[config.mk]
export PLATFORM = sky130hd
export DESIGN_NAME = ascp_host
export DESIGN_NICKNAME = d
export VERILOG_FILES = /design/src/ascp_pkg.sv /design/src/ascp_host.sv
export SDC_FILE = /design/constraint.sdc
export NUM_CORES = 1
export LEC_CHECK = 0
export BUFFER_PORTS_ARGS = -buffer_cell sky130_fd_sc_hd__buf_4
export CORE_MARGIN = 5
export CORE_UTILIZATION = 40
export CTS_CLUSTER_DIAMETER = 120
export DETAILED_ROUTE_END_ITERATION = 16
export GPL_ROUTABILITY_DRIVEN = 0
export PLACE_DENSITY = 0.59
export SLEW_MARGIN = 10
export SYNTH_ARGS = -nofsm -noshare
export SYNTH_HDL_FRONTEND = slang
export SYNTH_SLANG_ARGS = --single-unit
[constraint.sdc]
create_clock -name clk -period 2.8 [get_ports clk]
set_input_delay 0.14 -clock clk [delete_from_list [all_inputs] [get_ports clk]]
set_output_delay 0.14 -clock clk [all_outputs]
set_load 0.02 [all_outputs]
[src/ascp_pkg.sv]
// Package: constants and types for the converter serial port host controller
package ascp_pkg;
   // Wishbone register offsets (byte addresses)
   localparam logic [3:0] ASCP_REG_CTRL   = 4'h0;
   localparam logic [3:0] ASCP_REG_WORD   = 4'h4;
   localparam logic [3:0] ASCP_REG_STATUS = 4'h8;
   localparam logic [3:0] ASCP_REG_RESULT = 4'hC;
   // Control register fields
   localparam int ASCP_CTRL_GO     = 0;
   localparam int ASCP_CTRL_MODE   = 1;
   localparam int ASCP_CTRL_TIED   = 2;
   localparam int ASCP_CTRL_AUTO   = 3;
   localparam int ASCP_CTRL_CONTIN = 4;
   // Status register fields
   localparam int ASCP_ST_BUSY     = 0;
   localparam int ASCP_ST_DONE     = 1;
   localparam int ASCP_ST_TRIG     = 2;
   localparam int ASCP_ST_MODE     = 3;
   // Frame geometry
   localparam int ASCP_CW_BITS     = 5;
   localparam int ASCP_WR_CLOCKS   = 6;
   localparam int ASCP_FRAME_BITS  = 16;
   localparam int ASCP_RES_BITS    = 12;
   localparam logic [4:0] ASCP_CNT_ZERO = 5'h00;
   // Timing: host-made serial clock of 2.5 MHz at 50 MHz
   localparam int ASCP_CLK_MHZ     = 50;
   localparam int ASCP_SCLK_KHZ    = 2500;
   localparam int ASCP_HALF_CYC    = (ASCP_CLK_MHZ * 1000) / (2 * ASCP_SCLK_KHZ);
   localparam logic [7:0] ASCP_HALF_DEF = 8'(ASCP_HALF_CYC);
   // Transfer state machine
   typedef enum logic [2:0]
   {
      ASCP_IDLE  = 3'b000,
      ASCP_LOW   = 3'b001,
      ASCP_HIGH  = 3'b010,
      ASCP_DONE  = 3'b011,
      ASCP_SLAVE = 3'b100
   } ascp_state_t;
endpackage

[src/ascp_host.sv]
// Host controller for the converter serial control port
//
// The register addresses and the Wishbone slave port were decided locally.
`timescale 1ns/10ps
module ascp_host
   import ascp_pkg::*;
#(
   // Serial clock half period in system clocks; the default gives 2.5 MHz.
   // At 1 each half, the first low time included, is one system clock; at 0 the divider wraps and each half takes 256.
   parameter logic [7:0] HALF_PERIOD = ascp_pkg::ASCP_HALF_DEF
)
(
   // Clock, reset and enable
   input  wire logic        clk,
   input  wire logic        rst,
   input  wire logic        ce,
   // Wishbone classic slave
   input  wire logic        wb_cyc_i,
   input  wire logic        wb_stb_i,
   input  wire logic        wb_we_i,
   input  wire logic [3:0]  wb_adr_i,
   input  wire logic [3:0]  wb_sel_i,
   input  wire logic [31:0] wb_dat_i,
   output logic      [31:0] wb_dat_o,
   output logic             wb_ack_o,
   // Device serial pins
   output logic             sclk_o,
   output logic             sclk_oe,
   input  wire logic        sclk_i,
   output logic             write_frame_n,
   output logic             read_frame_n_o,
   output logic             read_frame_n_oe,
   input  wire logic        read_frame_n_i,
   output logic             data_to_dev,
   input  wire logic        data_from_dev,
   output logic             clocking_mode_select,
   input  wire logic        conversion_trigger_n
);
   import ascp_pkg::*;

   ////////////////////////////////////////////////////////////////////////////
   typedef struct packed
   {
      // Transfer control and the software-visible registers
      ascp_state_t st;
      logic [4:0]  ctrl;
      logic [4:0]  cword;
      // Shift registers and the last result of a tied frame
      logic [15:0] tx;
      logic [15:0] rx;
      logic [15:0] result;
      // Clock counting and the serial clock divider
      logic [4:0]  cnt;
      logic [4:0]  nbits;
      logic [7:0]  div;
      // Bus side
      logic        done;
      logic        ack;
      logic [31:0] rdat;
      // Registered pin drives, so decode changes never glitch a pin
      logic        sclk;
      logic        wfn;
      logic        rfn;
      logic        dout;
      // Synchronisers; only stage 0 sees the raw pin
      logic [2:0]  s_sclk;
      logic [2:0]  s_rfn;
      logic [1:0]  s_din;
      logic [2:0]  s_trig;
   } ascp_s_t;

   // All state in one register; d is its next value
   ascp_s_t q;
   ascp_s_t d;
   // Strobes decoded from registered or synchronised state, except wb_req, which also takes the raw bus request
   logic    wb_req;
   logic    ext_fall;
   logic    ext_rise;
   logic    frame_fall;
   logic    frame_rise;
   logic    host_mode;

   ////////////////////////////////////////////////////////////////////////////
   // Address match used by both the read and the write decode
   // Full four-bit compare: aliased registers would hide decode faults
   function automatic logic hit(input logic [3:0] a, input logic [3:0] r);
      hit = (a == r);
   endfunction

   // A request is taken once; the registered ack masks the held request
   assign wb_req     = wb_cyc_i && wb_stb_i && !q.ack;

   // Edge detection only looks at the second and third synchroniser stages.
   // This costs three system clocks on every device edge, which a device-made
   // clock of a few MHz leaves ample room for.
   assign ext_fall   = q.s_sclk[2] && !q.s_sclk[1];
   assign ext_rise   = !q.s_sclk[2] && q.s_sclk[1];
   assign frame_fall = q.s_rfn[2] && !q.s_rfn[1];
   assign frame_rise = !q.s_rfn[2] && q.s_rfn[1];
   assign host_mode  = q.ctrl[ASCP_CTRL_MODE];

   ////////////////////////////////////////////////////////////////////////////
   // Next-state logic
   always_comb
   begin
      d        = q;
      d.ack    = 1'b0;
      // Pins shift through their synchronisers on every enabled clock
      d.s_sclk = {q.s_sclk[1:0], sclk_i};
      d.s_rfn  = {q.s_rfn[1:0], read_frame_n_i};
      d.s_din  = {q.s_din[0], data_from_dev};
      d.s_trig = {q.s_trig[1:0], conversion_trigger_n};

      // Register bus: one-cycle answer, ack dropped the cycle after.
      // Writes land on the taking edge; the master holds them until ack anyway.
      if (wb_req)
      begin
         d.ack = 1'b1;
         // Only byte lane 0 holds writable register bits, so only its select gates writes
         if (wb_we_i && wb_sel_i[0])
         begin
            if (hit(wb_adr_i, ASCP_REG_CTRL))
            begin
               d.ctrl = wb_dat_i[4:0];
               d.ctrl[ASCP_CTRL_GO] = 1'b0;
               // Start only from idle and only in the mode already in force, so a
               // mode change and a start never share one write
               if (wb_dat_i[ASCP_CTRL_GO] && q.st == ASCP_IDLE
                   && host_mode == wb_dat_i[ASCP_CTRL_MODE])
               begin
                  d.ctrl[ASCP_CTRL_GO] = 1'b1;
               end
            end
            else if (hit(wb_adr_i, ASCP_REG_WORD))
            begin
               d.cword = wb_dat_i[4:0];
            end
            else if (hit(wb_adr_i, ASCP_REG_STATUS))
            begin
               // Done is write-one-to-clear; other bits of the word are ignored
               if (wb_dat_i[ASCP_ST_DONE])
               begin
                  d.done = 1'b0;
               end
            end
         end

         // Reads: registered, so read data stands with ack; unmapped reads give zero
         d.rdat = 32'h0000_0000;
         if (hit(wb_adr_i, ASCP_REG_CTRL))
         begin
            d.rdat[4:0] = q.ctrl;
         end
         else if (hit(wb_adr_i, ASCP_REG_WORD))
         begin
            d.rdat[4:0] = q.cword;
         end
         else if (hit(wb_adr_i, ASCP_REG_STATUS))
         begin
            d.rdat[ASCP_ST_BUSY] = (q.st != ASCP_IDLE);
            d.rdat[ASCP_ST_DONE] = q.done;
            d.rdat[ASCP_ST_TRIG] = q.s_trig[2];
            d.rdat[ASCP_ST_MODE] = host_mode;
         end
         else if (hit(wb_adr_i, ASCP_REG_RESULT))
         begin
            d.rdat[15:0] = q.result;
         end
      end

      // Transfer engine. Host mode times the whole frame from the divider;
      // device mode only follows the device's clock and shared frame.
      case (q.st)
         ASCP_IDLE:
         begin
            // Idle: clock low, both frames high, counters cleared
            d.sclk = 1'b0;
            d.wfn  = 1'b1;
            d.rfn  = 1'b1;
            d.cnt  = ASCP_CNT_ZERO;
            d.div  = 8'h00;
            // Word is loaded before any frame can fall
            d.tx   = {q.cword, 11'h000};
            // Frame length: sixteen clocks with tied frames, six for a write alone
            d.nbits = q.ctrl[ASCP_CTRL_TIED] ? 5'(ASCP_FRAME_BITS)
                                             : 5'(ASCP_WR_CLOCKS);
            if (!host_mode && q.ctrl[ASCP_CTRL_TIED])
            begin
               // Device makes clock and frame; follow its frame
               d.dout = q.cword[ASCP_CW_BITS-1];
               if (frame_fall)
               begin
                  d.st  = ASCP_SLAVE;
                  d.tx  = {q.cword, 11'h000} << 1;
               end
            end
            // Host mode starts on GO; device mode writes only through tied frames
            else if (q.ctrl[ASCP_CTRL_GO] && host_mode)
            begin
               d.ctrl[ASCP_CTRL_GO] = 1'b0;
               d.wfn  = 1'b0;
               d.rfn  = !q.ctrl[ASCP_CTRL_TIED];
               d.st   = ASCP_LOW;
            end
         end

         ASCP_LOW:
         begin
            // Clock low half; rising edge ends it with new data
            // The frame fall lands here too, so the first half is a full low time
            d.div = q.div + 8'h01;
            if (q.div == HALF_PERIOD - 8'h01)
            begin
               d.div  = 8'h00;
               d.sclk = 1'b1;
               // New bit goes out with the rise, a full half period before sampling
               d.dout = q.tx[15];
               d.tx   = q.tx << 1;
               d.st   = ASCP_HIGH;
            end
         end

         ASCP_HIGH:
         begin
            // Clock high half; the bit put out at the rise stands through it
            d.div = q.div + 8'h01;
            if (q.div == HALF_PERIOD - 8'h01)
            begin
               // Falling edge: sample the device's bit
               d.div  = 8'h00;
               d.sclk = 1'b0;
               d.rx   = {q.rx[14:0], q.s_din[1]};
               d.cnt  = q.cnt + 5'h01;
               // Frame ends one system clock after the last falling edge, so the read
               // is over as early as it can be for software timing
               d.st   = (q.cnt + 5'h01 == q.nbits) ? ASCP_DONE : ASCP_LOW;
            end
         end

         ASCP_SLAVE:
         begin
            // Device clock: drive on its rise, sample on its fall
            if (ext_rise)
            begin
               d.dout = q.tx[15];
               d.tx   = q.tx << 1;
            end
            // Count kept but never read, not even by status; the device's frame rise decides the end
            if (ext_fall)
            begin
               d.rx  = {q.rx[14:0], q.s_din[1]};
               d.cnt = q.cnt + 5'h01;
            end
            // A cut frame still ends here: only the frame rise closes it
            if (frame_rise)
            begin
               d.st = ASCP_DONE;
            end
         end

         ASCP_DONE:
         begin
            // Frame released; tied frame raise lets result update
            d.wfn  = 1'b1;
            d.rfn  = 1'b1;
            d.sclk = 1'b0;
            // Set after the bus clear above, so a finish beats a clear in one cycle
            d.done = 1'b1;
            // Untied frames read nothing, so the last result stays
            if (q.ctrl[ASCP_CTRL_TIED])
            begin
               d.result = q.rx;
            end
            // Continuous mode rearms GO, so the next frame starts from idle at once
            if (q.ctrl[ASCP_CTRL_CONTIN] && host_mode)
            begin
               d.ctrl[ASCP_CTRL_GO] = 1'b1;
            end
            d.st = ASCP_IDLE;
         end

         default:
         begin
            d.st = ASCP_IDLE;
         end
      endcase
   end

   ////////////////////////////////////////////////////////////////////////////
   // State register; clock enable freezes everything
   always_ff @(posedge clk or posedge rst)
   begin
      if (rst)
      begin
         // The clock, frame and trigger synchronisers start at the pins' pulled-up idle level, so the
         // edge detectors see no false edge once reset lets go
         q <= '{st: ASCP_IDLE, sclk: 1'b0, wfn: 1'b1, rfn: 1'b1,
                s_sclk: 3'b111, s_rfn: 3'b111, s_trig: 3'b111, default: '0};
      end
      // Enable low holds every field, the bus answer included
      else if (ce)
      begin
         q <= d;
      end
   end

   ////////////////////////////////////////////////////////////////////////////
   // Outputs. Drive enables follow the mode bit: in host mode the clock and
   // read frame pins are driven here, in device mode the device owns them.
   assign wb_dat_o             = q.rdat;
   assign wb_ack_o             = q.ack;
   assign clocking_mode_select = host_mode;
   // Serial pins, each straight from a flip-flop
   assign sclk_o               = q.sclk;
   assign sclk_oe              = host_mode;
   assign read_frame_n_o       = q.rfn;
   assign read_frame_n_oe      = host_mode;
   assign write_frame_n        = q.wfn;
   assign data_to_dev          = q.dout;
endmodule

Word-level counts from Yosys, hierarchy flattened
Cells that the tools add are included.
- flip-flop bits (word level): 112
- latch bits: 0
- RAM bits: 0
- ROM bits: 0
- input bits: 50
- output and inout bits: 40
- word-level logic and storage cells: 148
- memories kept: 0
- add/sub/neg operators: 2
- multipliers: 0
- divide/modulo/power cells: 0
- $lt $le $gt $ge: 0
- equal/unequal tests: 20
- shift operators: 0
- multiplexer cells: 56
- bitwise operators: 1
- reduce and logical (&&, ||, !) cells: 48
- operators by type and width (kind ; count):
    16-bit two-way mux ; 7
    16-bit one-hot mux with 3 select lines ; 1
    5-bit two-way mux ; 7
    34-bit two-way mux ; 1
    16-bit one-hot mux with 2 select lines ; 1
    11-bit two-way mux ; 2
    4-bit AND reduction ; 5
    3-bit two-way mux ; 6
    1-bit two-way mux ; 16
    8-bit one-hot mux with 2 select lines ; 1
    5-bit one-hot mux with 3 select lines ; 1
    2-bit nonzero test ; 7
    1-bit logical AND ; 12
    12-bit two-way mux ; 1
    6-bit two-way mux ; 2
    3-bit one-hot mux with 4 select lines ; 1
    3-bit nonzero test ; 4
    2-bit inequality test (second input constant) ; 5
    5-bit AND reduction ; 2
    8-bit by 1-bit adder with 8-bit output (second input constant) ; 1
    4-bit == test (second input constant) ; 2
    8-bit by 4-bit == test with 1-bit output (second input constant) ; 1
    8-bit two-way mux ; 1
    2-bit AND reduction ; 4
    23 further kinds ; 36

Depth between registers and ports, before layout
- depth after elaboration: 10
- mapped depth: 7
- mapped depth without buffers: 6

Worst setup path before layout
Ideal clock, no wire load.
- path type: register to register
- start: register q (netlist bit clocking_mode_select)
- end: register q[112] (netlist bit)
- setup time: 0.125 ns
- arrival time: 1.823 ns
- data required time: 2.675 ns
- setup slack: 0.852 ns
- stages on the path, launching flop included: 6
- buffers on the path: 1
- period minus slack after synthesis: 1.948 ns
- path through: dfrtp_1 buf_4 and4bb_4 mux2_2 mux2_2 mux2_2
- cells in the longest elaborated chain, start to end: 4
- RTL lines (item ; line ; source):
    start: declaration ; ascp_host.sv:73 ; ascp_s_t q;
    start signal: assignment ; ascp_host.sv:297 ; q <= '{st: ASCP_IDLE, sclk: 1'b0, wfn: 1'b1, rfn: 1'b1,
    1-bit zero test ; ascp_host.sv:187 ; if (!host_mode && q.ctrl[ASCP_CTRL_TIED])
    1-bit logical AND ; ascp_host.sv:187 ;
    16-bit two-way mux ; ascp_host.sv:187 ;
    16-bit one-hot mux with 3 select lines ; ascp_host.sv:173 ; case (q.st)
No other way between the ends.
A chain may end at the register's enable or synchronous reset.

Worst setup path after layout
- start: register q[125] (netlist bit)
- end: register q[85] (netlist bit)
- cells in the longest elaborated chain, start to end: 3
- elaborated cells on any way between the ends: 7
- those cells by class: eq/ne (4); mux (1); reduce/logical (2)
- RTL lines (item ; line):
    3-bit == test / 3-bit by 2-bit == test with 1-bit output (equally long branches) ; ascp_host.sv:173
    2-bit inequality test (no source line) / 2-bit nonzero test (equally long branches) ; --
    4-bit AND reduction (no source line) ; --
Several ways; a longest one is shown, not always the timed one.

==> impl_metrics.json <==
{
  "status": "finished clean",
  "drt-total-wl_um": 8840,
  "clk_latency_ps": 340,
  "switching_power_mw": 1.13,
  "syn-cell-area_mm2": 0.00489,
  "worst_ep_arrival_time_ps": 2270,
  "swShare_pct": 29.9,
  "synth_top_area_share_pct": 44.5,
  "clockPowerShare_pct": 33.5,
  "cts_made_buffers": 9,
  "cap_violations": 0,
  "numClockSinks": 98,
  "async_flop_share_pct": 100,
  "die-width_um": 121,
  "ys_top_cells_by_area": "dfrtp_1 44%, mux2_2 16%, dfstp_2 5.9%, buf_4 5.7%, a22o_1 3.9%",
  "diodes": 0,
  "final-hold-violation-count": 0,
  "holdWs_ps": 34.3,
  "grt_pass1_vias": 3026,
  "ys_seq_elements": 98,
  "end_kind": "flop",
  "dp_slack_ps": 771,
  "ant_nets": 0,
  "overflow": 0,
  "die_area_mm2": 0.0145,
  "cpLargestDelayFamily": "simple AND/OR/NAND/NOR gates",
  "stdcell_area_mm2": 0.00546,
  "yosysTopAreaCell": "dfrtp_1",
  "htree_levels": 3,
  "syn2layout_area_growth_pct": 11.5,
  "drc_errors": 0,
  "worst_pin_slew_ps": 610,
  "leakage_nw": 2.61,
  "ys_seq_area_share_pct": 50.4,
  "clock-skew-final_ps": 7.01,
  "cp_data_required_time_ps": 3020,
  "vdd_drop_max_uv": 320,
  "ys_warn_count": 0,
  "cts-root-buf": "clkbuf_16",
  "io_pins": 90,
  "finalCriticalPeriod_ps": 2050,
  "drive_gt1_share_pct": 39.8,
  "synth_ff_type": "dfrtp_1",
  "first_pass_iters": 4,
  "avgSynthCellArea_um2": 12.6,
  "period_share_pct": 73.2,
  "wl_per_cell_um": 15.7,
  "setup_viol": 0,
  "ys_top_cells_by_count": "87 x dfrtp_1, 71 x mux2_2, 37 x buf_4, 22 x a22o_1, 17 x o21ai_0",
  "via_count": 2927,
  "fmax_mhz": 488,
  "max_slew_margin_pct": 59.3,
  "rsz0062_at_grt": "false",
  "multi_input_area_mm2": 0.00209,
  "pwr-share-comb_pct": 21.7,
  "final_cell_count_no_fill": 564,
  "drv_slew": 0,
  "cp_num_buf_inv": 1,
  "cts_buffer_depth": 2,
  "pwr-share-seq_pct": 44.8,
  "grt_first_pass_wirelength_um": 15100,
  "yosysMostFrequentCell": "dfrtp_1",
  "synth_edf_count": 0,
  "regArea_mm2": 0.00247,
  "dp_hpwl_um": 6300,
  "setup_slack_ps": 751,
  "p_int_mw": 2.65,
  "nets": 465,
  "drtIter0Drc": 87,
  "finalPower_mw": 3.79,
  "antenna_found_initial": 0,
  "core_area_mm2": 0.0120,
  "p_per_area_mw_per_mm2": 694,
  "viasPerCell": 5.19,
  "nFillCells": 1121,
  "fin_util_pct": 45.4,
  "dp.cells": 547,
  "slowest_delay_ps": 530,
  "slowest_stage": "dfrtp_1",
  "clk_pin_slew_worst_paths_ps": 70,
  "path_max_fanout": 20,
  "worstSetupPathType": "flop to flop",
  "grt.total_usage_pct": 13.0,
  "hold_class": "input pin to flop",
  "cp-start-kind": "flop",
  "netlist-cell-type-count": 60,
  "grt_max_degree": 54,
  "synthCells": 390,
  "setup_tns_ps": 0,
  "io_buffers": 43,
  "cts_tree": "built",
  "rows": 40,
  "fp.dieH_um": 121,
  "dpl_cell_area_mm2": 0.00514,
  "path_cells": "nor3b_1 > nor4b_4 > or2_1 > buf_4 > mux2_2",
  "start_util_pct": 40.7
}
## routing by layer
layer / part of all wire [%] / vias up / GRT usage [%]
li1: - / 1396 / -
met2: 47 / 54 / 20.2
met3: 4.0 / 9 / 2.71
met5: 0 / - / 0
met1: 48 / 1468 / 17.8
met4: 1.6 / 0 / 4.96
## final timing paths
path	slack [ps]	to	from	cells past startpoint
max in group asynchronous	1620	d[1]	rst	4
setup / recovery	750	q[85]	q[125]	5
hold / removal	30	d[1]	conversion_trigger_n	2
hold reg to reg	490	wb_dat_o[3]	wb_dat_o[3]	2
min in group asynchronous	450	q[63]	rst	3
setup reg to reg	750	q[85]	q[125]	5
## state kept, by name, summed over array words and instances, names as in the netlist
register	cells
clocking_mode_select	1
d	7
data_to_dev	1
q	69
read_frame_n_o	1
sclk_o	1
wb_ack_o	1
wb_dat_o	16
write_frame_n	1
## power by group through the flow
stage	combinational (mW)	clock (mW)	sequential, mW
2_1_floorplan	0.712	0	1.67
3_3_place_gp	0.809	0	1.72
3_5_place_dp	0.829	0	1.72
4_1_cts	0.836	1.31	1.70
5_1_grt	0.913	1.37	1.72
6_report	0.821	1.27	1.70
## cells in the final DEF, fill, tap and decap left out, drive strengths merged, types with 8 or more instances in the layout
master and instances:
dfrtp 87, mux2 73, buf 47, a22o 23
o21ai 18, nand2 16, conb 16, dfstp 11
inv 11, clkbuf 9, mux2i 8, nand3 8
## kinds of logic (layout without fill, tap and decap cells)
family	after synthesis	after routing	share of synthesized area, %
DFF	98	98	50.4
muxes	82	82	19.0
and+or+nand+nor	81	81	11.0
AOI/OAI and AO/OA	59	59	9.46
buffers and inverters	59	71	8.03
xor gates and xnor gates	7	7	1.25
adders and majority gates	3	3	0.767
other	1	16	0.0766
## area by class of cell
type | instances | share of cell area, %
Sequential cell | 98 | 45.2
Multi-Input combinational cell | 248 | 38.3
Timing Repair Buffer | 48 | 6.88
Clock buffer | 9 | 4.13
Tap cell | 147 | 3.37
Clock inverter | 7 | 1.54
Inverter | 7 | 0.528
## timing repair
item	4_1_cts	5_1_grt
setup buffers	0	0
hold buffers	1	0
hold endpoints to repair	37	0
resized for setup	0	0
(Power assumes the default switching activity.)
